File: config.mk
export PLATFORM = sky130hd
export DESIGN_NAME = tprm_regs
export DESIGN_NICKNAME = d
export VERILOG_FILES = /design/src/tprm_pkg.sv /design/src/tprm_regs.sv
export SDC_FILE = /design/constraint.sdc
export NUM_CORES = 1
export LEC_CHECK = 0
export ABC_AREA = 0
export BUFFER_PORTS_ARGS = -buffer_cell sky130_fd_sc_hd__buf_4
export CORE_AREA = 2 2 183 185
export DETAILED_ROUTE_END_ITERATION = 10
export DIE_AREA = 0 0 185 187
export GPL_TIMING_DRIVEN = 1
export PLACE_DENSITY = 0.73
export SLEW_MARGIN = 20
export SYNTH_ARGS = -nofsm -noshare
export SYNTH_HDL_FRONTEND = slang
export SYNTH_SLANG_ARGS = --single-unit
File: constraint.sdc
create_clock -name i_clk -period 4.2 [get_ports i_clk]
set_clock_uncertainty 0.1 [all_clocks]
set_input_delay 0.21 -clock i_clk [delete_from_list [all_inputs] [get_ports i_clk]]
set_output_delay 0.21 -clock i_clk [all_outputs]
set_load 0.01 [all_outputs]
File: src/tprm_pkg.sv
// tprm_pkg: offsets, field layout and reset values of the thermopile
// register bank.
// assumes a 64-location byte map reached through a 6-bit pointer.
package tprm_pkg;
   localparam int PTR_W = 6;
   localparam int OBJ_W = 17;
   localparam int AMB_W = 15;
   localparam int LP_W = 20;
   localparam int LP3_W = 16;
   localparam int FRZ_W = 24;
   localparam int FRZ_SHIFT = 4;
   localparam int MASK_W = 5;

   localparam logic [5:0] OFS_RSVD_ZERO = 6'h00;
   localparam logic [5:0] OFS_OBJ_HI = 6'h01;
   localparam logic [5:0] OFS_OBJ_MID = 6'h02;
   localparam logic [5:0] OFS_OBJ_AMB = 6'h03;
   localparam logic [5:0] OFS_AMB_LO = 6'h04;
   localparam logic [5:0] OFS_LP1_HI = 6'h05;
   localparam logic [5:0] OFS_LP1_MID = 6'h06;
   localparam logic [5:0] OFS_LP1_LP2 = 6'h07;
   localparam logic [5:0] OFS_LP2_MID = 6'h08;
   localparam logic [5:0] OFS_LP2_LO = 6'h09;
   localparam logic [5:0] OFS_LP3_HI = 6'h0a;
   localparam logic [5:0] OFS_LP3_LO = 6'h0b;
   localparam logic [5:0] OFS_FRZ_HI = 6'h0c;
   localparam logic [5:0] OFS_FRZ_MID = 6'h0d;
   localparam logic [5:0] OFS_FRZ_LO = 6'h0e;
   localparam logic [5:0] OFS_PRESENCE = 6'h0f;
   localparam logic [5:0] OFS_MOTION = 6'h10;
   localparam logic [5:0] OFS_SHOCK = 6'h11;
   localparam logic [5:0] OFS_INT_STATUS = 6'h12;
   localparam logic [5:0] OFS_CHIP_STATUS = 6'h13;
   localparam logic [5:0] OFS_FSEL_12 = 6'h14;
   localparam logic [5:0] OFS_FSEL_3 = 6'h15;
   localparam logic [5:0] OFS_TH_PRES = 6'h16;
   localparam logic [5:0] OFS_TH_MOT = 6'h17;
   localparam logic [5:0] OFS_TH_SHOCK = 6'h18;
   localparam logic [5:0] OFS_INT_MASK = 6'h19;
   localparam logic [5:0] OFS_DET_CFG = 6'h1a;
   localparam logic [5:0] OFS_TIMER = 6'h1b;
   localparam logic [5:0] OFS_OT_HI = 6'h1c;
   localparam logic [5:0] OFS_OT_LO = 6'h1d;
   localparam logic [5:0] OFS_RSVD_THIRTY = 6'h1e;
   localparam logic [5:0] OFS_NVM_CTRL = 6'h1f;
   localparam logic [5:0] OFS_NVM_FIRST = 6'h20;
   localparam logic [5:0] OFS_NVM_LAST = 6'h3e;
   localparam logic [5:0] OFS_BUS_ADDR = 6'h3f;

   // detection config field positions
   localparam int CFG_CYC_LSB = 0;
   localparam int CFG_SRC_LSB = 2;
   localparam int CFG_OTDIR_BIT = 4;

   localparam logic [7:0] RST_BYTE = 8'h00;
   localparam logic [3:0] RST_NIB = 4'h0;
   localparam logic [15:0] RST_OT = 16'h0000;

   typedef struct packed {
      logic [OBJ_W-1:0] obj;
      logic [AMB_W-1:0] amb;
      logic [LP_W-1:0] lp1;
      logic [LP_W-1:0] lp2;
      logic [LP3_W-1:0] lp3;
      logic motion;
   } tprm_sample_s;

   typedef struct packed {
      logic [PTR_W-1:0] ptr;
      logic [7:0] rdata;
      logic rvalid;
      tprm_sample_s res;
      tprm_sample_s pnd;
      logic pend;
      logic [FRZ_W-1:0] frz;
      logic [7:0] pres;
      logic [7:0] mot;
      logic [7:0] shk;
      logic [7:0] chip;
      logic [7:0] ist;
      logic [3:0] sel1;
      logic [3:0] sel2;
      logic [3:0] sel3;
      logic [7:0] thp;
      logic [7:0] thm;
      logic [7:0] ths;
      logic [MASK_W-1:0] mask;
      logic [1:0] cyc;
      logic [1:0] src;
      logic otdir;
      logic [7:0] timer;
      logic [15:0] ott;
      logic [7:0] nvmc;
   } tprm_state_s;
endpackage : tprm_pkg

File: src/tprm_regs.sv
// tprm_regs: register bank of the thermopile sensor, byte access by pointer.
// assumes the serial framing sits outside on the same clock and issues
// address-load, read-byte and write-byte pulses; results come from the
// signal path on the same clock, so no input is synchronised.
//
// Contract
// - raw object value, 17 bits read-only, at 1, 2 and bit 7 of 3.
// - ambient reference reading, 15 bits read-only, at 3[6:0] and 4.
// - two 20-bit filtered object values at 5..7[7:4] and 7[3:0]..9.
// - filtered ambient value, 16 bits read-only, at 10 and 11.
// - on motion, second filtered value frozen into 24 bits at 12..14.
// - presence magnitude at 15, its sign in chip status.
// - motion magnitude at 16, its sign in chip status.
// - three writable 4-bit filter selects at 20[3:0], 20[7:4], 21[3:0].
// - cycle time 26[1:0], source select 26[3:2], over-temp direction 26[4].
// - results read-only, controls read-write, locations 0 and 30 void.
// - reading interrupt status clears it and releases interrupt high unless an event lands in that cycle.
// - pointer increments per byte and wraps to zero after 63.
// - writes to non-writable locations change nothing.
module tprm_regs (
   // clock and reset
   input wire logic i_clk,
   input wire logic i_nrst,
   // byte access from the serial framing
   input wire logic i_addr_load,
   input wire logic [7:0] i_addr,
   input wire logic i_rd,
   input wire logic i_wr,
   input wire logic [7:0] i_wdata,
   input wire logic i_xfer_active,
   output logic [7:0] o_rdata,
   output logic o_rvalid,
   // results from the signal path
   input wire logic i_sample_valid,
   input wire logic [16:0] i_object_raw,
   input wire logic [14:0] i_ambient_raw,
   input wire logic [19:0] i_object_filtered_first,
   input wire logic [19:0] i_object_filtered_second,
   input wire logic [15:0] i_ambient_filtered,
   input wire logic i_motion_detected,
   input wire logic [7:0] i_presence_value,
   input wire logic [7:0] i_motion_value,
   input wire logic [7:0] i_ambient_shock_value,
   input wire logic [7:0] i_chip_status,
   input wire logic [7:0] i_int_events,
   // nonvolatile memory window and bus address
   input wire logic [7:0] i_nvm_byte,
   input wire logic [7:0] i_bus_address,
   output logic [4:0] o_nvm_addr,
   // control values to the signal path
   output logic [3:0] o_filter_select_first,
   output logic [3:0] o_filter_select_second,
   output logic [3:0] o_filter_select_third,
   output logic [7:0] o_presence_threshold,
   output logic [7:0] o_motion_threshold,
   output logic [7:0] o_ambient_shock_threshold,
   output logic [4:0] o_interrupt_mask,
   output logic [1:0] o_motion_cycle_time,
   output logic [1:0] o_presence_source,
   output logic o_overtemp_direction,
   output logic [7:0] o_timer_interrupt_period,
   output logic [15:0] o_overtemp_threshold,
   output logic [7:0] o_nvm_control,
   output logic o_int_status_n
);
   tprm_pkg::tprm_state_s st_r;
   tprm_pkg::tprm_state_s st_nxt;
   tprm_pkg::tprm_sample_s smp;
   tprm_pkg::tprm_sample_s cur;
   logic clr_ist;

   function automatic logic [7:0] read_byte(
      input tprm_pkg::tprm_state_s s,
      input logic [7:0] nvm
   );
      logic [7:0] b;
      b = tprm_pkg::RST_BYTE;
      case (s.ptr)
         tprm_pkg::OFS_OBJ_HI: b = s.res.obj[16:9];
         tprm_pkg::OFS_OBJ_MID: b = s.res.obj[8:1];
         tprm_pkg::OFS_OBJ_AMB: b = {s.res.obj[0], s.res.amb[14:8]};
         tprm_pkg::OFS_AMB_LO: b = s.res.amb[7:0];
         tprm_pkg::OFS_LP1_HI: b = s.res.lp1[19:12];
         tprm_pkg::OFS_LP1_MID: b = s.res.lp1[11:4];
         tprm_pkg::OFS_LP1_LP2: b = {s.res.lp1[3:0], s.res.lp2[19:16]};
         tprm_pkg::OFS_LP2_MID: b = s.res.lp2[15:8];
         tprm_pkg::OFS_LP2_LO: b = s.res.lp2[7:0];
         tprm_pkg::OFS_LP3_HI: b = s.res.lp3[15:8];
         tprm_pkg::OFS_LP3_LO: b = s.res.lp3[7:0];
         tprm_pkg::OFS_FRZ_HI: b = s.frz[23:16];
         tprm_pkg::OFS_FRZ_MID: b = s.frz[15:8];
         tprm_pkg::OFS_FRZ_LO: b = s.frz[7:0];
         tprm_pkg::OFS_PRESENCE: b = s.pres;
         tprm_pkg::OFS_MOTION: b = s.mot;
         tprm_pkg::OFS_SHOCK: b = s.shk;
         tprm_pkg::OFS_INT_STATUS: b = s.ist;
         tprm_pkg::OFS_CHIP_STATUS: b = s.chip;
         tprm_pkg::OFS_FSEL_12: b = {s.sel2, s.sel1};
         tprm_pkg::OFS_FSEL_3: b = {tprm_pkg::RST_NIB, s.sel3};
         tprm_pkg::OFS_TH_PRES: b = s.thp;
         tprm_pkg::OFS_TH_MOT: b = s.thm;
         tprm_pkg::OFS_TH_SHOCK: b = s.ths;
         tprm_pkg::OFS_INT_MASK: b = {3'h0, s.mask};
         tprm_pkg::OFS_DET_CFG: b = {3'h0, s.otdir, s.src, s.cyc};
         tprm_pkg::OFS_TIMER: b = s.timer;
         tprm_pkg::OFS_OT_HI: b = s.ott[15:8];
         tprm_pkg::OFS_OT_LO: b = s.ott[7:0];
         tprm_pkg::OFS_NVM_CTRL: b = s.nvmc;
         tprm_pkg::OFS_BUS_ADDR: b = i_bus_address;
         default: begin
            // locations 0 and 30 fall here and read zero
            if (s.ptr >= tprm_pkg::OFS_NVM_FIRST &&
                s.ptr <= tprm_pkg::OFS_NVM_LAST) begin
               b = nvm;
            end else begin
               b = tprm_pkg::RST_BYTE;
            end
         end
      endcase
      return b;
   endfunction : read_byte

   always_comb begin
      st_nxt = st_r;
      st_nxt.rvalid = 1'b0;
      clr_ist = 1'b0;
      smp.obj = i_object_raw;
      smp.amb = i_ambient_raw;
      smp.lp1 = i_object_filtered_first;
      smp.lp2 = i_object_filtered_second;
      smp.lp3 = i_ambient_filtered;
      smp.motion = i_motion_detected;
      cur = i_sample_valid ? smp : st_r.pnd;
      // address load wins over a byte strobe in the same cycle
      if (i_addr_load) begin
         st_nxt.ptr = i_addr[5:0];
      end else if (i_rd) begin
         st_nxt.rdata = read_byte(st_r, i_nvm_byte);
         st_nxt.rvalid = 1'b1;
         st_nxt.ptr = st_r.ptr + 6'h01;
         clr_ist = (st_r.ptr == tprm_pkg::OFS_INT_STATUS);
      end else if (i_wr) begin
         st_nxt.ptr = st_r.ptr + 6'h01;
         case (st_r.ptr)
            tprm_pkg::OFS_FSEL_12: begin
               st_nxt.sel1 = i_wdata[3:0];
               st_nxt.sel2 = i_wdata[7:4];
            end
            tprm_pkg::OFS_FSEL_3: st_nxt.sel3 = i_wdata[3:0];
            tprm_pkg::OFS_TH_PRES: st_nxt.thp = i_wdata;
            tprm_pkg::OFS_TH_MOT: st_nxt.thm = i_wdata;
            tprm_pkg::OFS_TH_SHOCK: st_nxt.ths = i_wdata;
            tprm_pkg::OFS_INT_MASK: st_nxt.mask = i_wdata[4:0];
            tprm_pkg::OFS_DET_CFG: begin
               st_nxt.cyc = i_wdata[tprm_pkg::CFG_CYC_LSB +: 2];
               st_nxt.src = i_wdata[tprm_pkg::CFG_SRC_LSB +: 2];
               st_nxt.otdir = i_wdata[tprm_pkg::CFG_OTDIR_BIT];
            end
            tprm_pkg::OFS_TIMER: st_nxt.timer = i_wdata;
            tprm_pkg::OFS_OT_HI: st_nxt.ott[15:8] = i_wdata;
            tprm_pkg::OFS_OT_LO: st_nxt.ott[7:0] = i_wdata;
            tprm_pkg::OFS_NVM_CTRL: st_nxt.nvmc = i_wdata;
            default: begin
               // results, status, reserved and memory window stay put
               st_nxt.ptr = st_r.ptr + 6'h01;
            end
         endcase
      end
      // an event in the clearing cycle survives the clear
      st_nxt.ist = (clr_ist ? tprm_pkg::RST_BYTE : st_r.ist) | i_int_events;
      if (i_sample_valid) begin
         st_nxt.pres = i_presence_value;
         st_nxt.mot = i_motion_value;
         st_nxt.shk = i_ambient_shock_value;
         st_nxt.chip = i_chip_status;
      end
      // multi-byte results wait while a transfer runs, so a burst
      // never mixes two samples; only the newest waiting one is kept
      if (i_sample_valid && i_xfer_active) begin
         st_nxt.pnd = smp;
         st_nxt.pend = 1'b1;
      end else if (!i_xfer_active && (i_sample_valid || st_r.pend)) begin
         st_nxt.res = cur;
         st_nxt.pend = 1'b0;
         if (cur.motion) begin
            st_nxt.frz = {cur.lp2, 4'h0};
         end
      end
   end

   always_ff @(posedge i_clk) begin
      if (!i_nrst) begin
         st_r <= '0;
      end else begin
         st_r <= st_nxt;
      end
   end

   assign o_rdata = st_r.rdata;
   assign o_rvalid = st_r.rvalid;
   assign o_nvm_addr = st_r.ptr[4:0];
   assign o_filter_select_first = st_r.sel1;
   assign o_filter_select_second = st_r.sel2;
   assign o_filter_select_third = st_r.sel3;
   assign o_presence_threshold = st_r.thp;
   assign o_motion_threshold = st_r.thm;
   assign o_ambient_shock_threshold = st_r.ths;
   assign o_interrupt_mask = st_r.mask;
   assign o_motion_cycle_time = st_r.cyc;
   assign o_presence_source = st_r.src;
   assign o_overtemp_direction = st_r.otdir;
   assign o_timer_interrupt_period = st_r.timer;
   assign o_overtemp_threshold = st_r.ott;
   assign o_nvm_control = st_r.nvmc;
   assign o_int_status_n = ~|st_r.ist;

   // controls gathered so one check covers every writable field
   logic [77:0] ctl_bits;
   assign ctl_bits = {st_r.sel1, st_r.sel2, st_r.sel3, st_r.thp, st_r.thm,
      st_r.ths, st_r.mask, st_r.cyc, st_r.src, st_r.otdir, st_r.timer,
      st_r.ott, st_r.nvmc};
endmodule : tprm_regs

==> results.ini <==
[status]
outcome = finished, final reports clean

[synthesis]
synth_commonest_cells = nand2_1 (401), dfxtp_1 (331), mux2i_1 (151)
synth_top_area_frac = 0.410
seq_area_frac_synth = 0.410
synth_top_area_cell = dfxtp_1
synth.most_common_cell = nand2_1
synth_fp_nets = 2002
syn-cell-area_um2 = 16200
synth.avg_cell_area_um2 = 8.83
ys.flop_type = dfxtp_1
synthCells = 1830
synth_cell_types = 72
async_flop_share = 0
yosys_register_bits = 331
ys_warn_count = 0
synth_area_leaders = dfxtp_1 (41%), mux2i_1 (9.4%), nand2_1 (9.3%)
synth_edf_count = 0

[sta]
fmax_mhz = 307
rsz0062_at_grt = no
hold_viol_final = 0
layout_setup_ws_ps = 941
finalCriticalPeriod_ps = 3260
setup_violations = 0
relSlewSlack = 0.345
min_period_over_period = 0.776
holdWs_ps = 15.1
drv_slew = 0
worst_pin_slew_ps = 982
setup_tns_ps = 0

[power]
powerDensity_nw_per_um2 = 371
ir_worst_vdd_v = 0.000310
leakage_nw = 9.21

[placement]
post_dp_cell_area_um2 = 17700
port_buffers = 258
dpl.hpwl_um = 39400
place.gp.congestion = 1.01
place_ws_ps = 1060

[clock_tree]
htreeDepth = 2
root_buffer = clkbuf_16
cts-resized-gates = 0
cts_buffer_depth = 3
cts.sinks = 331
worstSkewPairLatency_ps = 530
numCtsBuffers = 35
clk_pin_slew_ps = 70
cts_tree = built

[routing]
drt-total-wl_um = 56800
via_per_inst = 5.79
first_iter_violations = 1499
wl_per_cell_um = 22.3
drtPass1Iterations = 6
postRouteAntennaNets = 0
drc = 0
vias = 14700

[die]
coreArea_um2 = 32900
io_pins = 261
die_h_um = 187
die_area_um2 = 34600
std_cell_rows = 67
start_util = 0.492
die-width_um = 185

[global_routing]
grt.total_usage = 0.320
antenna_found_initial = 0
grt_max_degree = 120
grt_pass1_vias = 14200
grt_pass1_wl_um = 84800
grt-ovfl-total = 0

[worst_setup_path]
rrSetupSlack_ps = 940
path_max_fanout = 21
cp-start-kind = flop
cp.arrival_ps = 3540
crit_required_ps = 4480
critPathKind = reg2reg
critPathCaptureType = flop

[job]
drv_cap = 0

[cells_and_area]
final_core_util = 0.620
nets = 2243
area_growth_pct = 26.1
design_area_um2 = 20400
drive_gt1_frac = 0.180
antenna_cells = 0

[hold_path]
holdCritPathClass = in2reg

==> sequential cells by signal (all words and copies together) (netlist names), 2 cells and up <==
signal / cells
o_motion_threshold: 8
o_filter_select_first: 4
o_overtemp_threshold: 16
o_nvm_addr: 5
o_nvm_control: 8
o_presence_threshold: 8
o_rdata: 8
o_ambient_shock_threshold: 8
o_motion_cycle_time: 2
o_filter_select_second: 4
st_r: 239
o_timer_interrupt_period: 8
o_presence_source: 2
o_filter_select_third: 4
o_interrupt_mask: 5
==> worst paths after layout <==
| path | start | endpoint | depth (start not counted) |
|---|---|---|---|
| setup reg to reg | st_r[335] | o_rdata[6] | 7 |
| setup / recovery | st_r[335] | o_rdata[6] | 7 |
| hold reg to reg | st_r[155] | st_r[155] | 2 |
| hold / removal | i_addr_load | o_nvm_addr[1] | 4 |
==> layer usage <==
layer  vias to the layer above  share of wire  track usage
met2                       607           0.48        0.544
met3                        90          0.062       0.0411
li1                       6848              -            -
met4                         0          0.030        0.103
met5                         -              0            0
met1                      7181           0.43        0.420
==> layout by cell type (no fill, tap or decap), drive strengths merged, types with 5 or more instances in the layout <==
master	netlist	routed
nand2	401	401
a22oi	48	48
clkbuf	97	51
inv	5	6
nand3	68	68
dfxtp	331	331
nor2b	68	68
o211a	108	108
a22o	5	5
a32oi	30	30
o21ai	33	33
dlygate4sd3	0	152
nor3	11	11
o22ai	5	5
and2	14	14
nor2	21	21
a221oi	5	5
and3	25	25
mux2i	151	151
a21oi	17	17
a21boi	146	146
buf	154	303
nand4	16	16
clkinv	0	5
==> critical path, cell delays in order (launching register included) <==
cell and delay, ps:
dfxtp_1 900, nor3b_1 130, buf_4 230, and2_1 380, a32o_1 330, a311o_1 320
nor4_1 610, o21ai_1 100
==> power breakdown <==
part	leakage, nW	switching [mW]	internal [mW]
clock	0.585	1.27	1.92
combinational	5.92	0.509	0.457
sequential	2.71	0.127	3.28
==> kinds of logic after synthesis <==
| group | share of synthesized area |
|---|---|
| mux | 0.0956 |
| compound gates | 0.213 |
| simple gates | 0.187 |
| xor+xnor | 0.00271 |
| buf+inv | 0.0880 |
| fa+ha+maj | 0.00310 |
| flops | 0.410 |
==> through the flow <==
step	power, mW	instances
finish	7.56	2543
global route	7.80	2543
CTS	7.57	2543
detailed placement	4.30	2330
global placement	4.29	2330
floorplan	3.92	1830
==> repair_timing <==
action	4_1_cts	5_1_grt
setup buffers	0	0
hold buffers	152	0
endpoints found under the hold margin	275	0
==> area by class of cell <==
class                   count  area (µm²)
fillers                  2723       12500
repair buffers            455        3850
well taps                 448         561
inverters                   5        18.8
multi-input cells        1243        8130
clock inverters            10         143
clock buffers              51        1050
flip-flops and latches    331        6630
(Power assumes the default switching activity.)
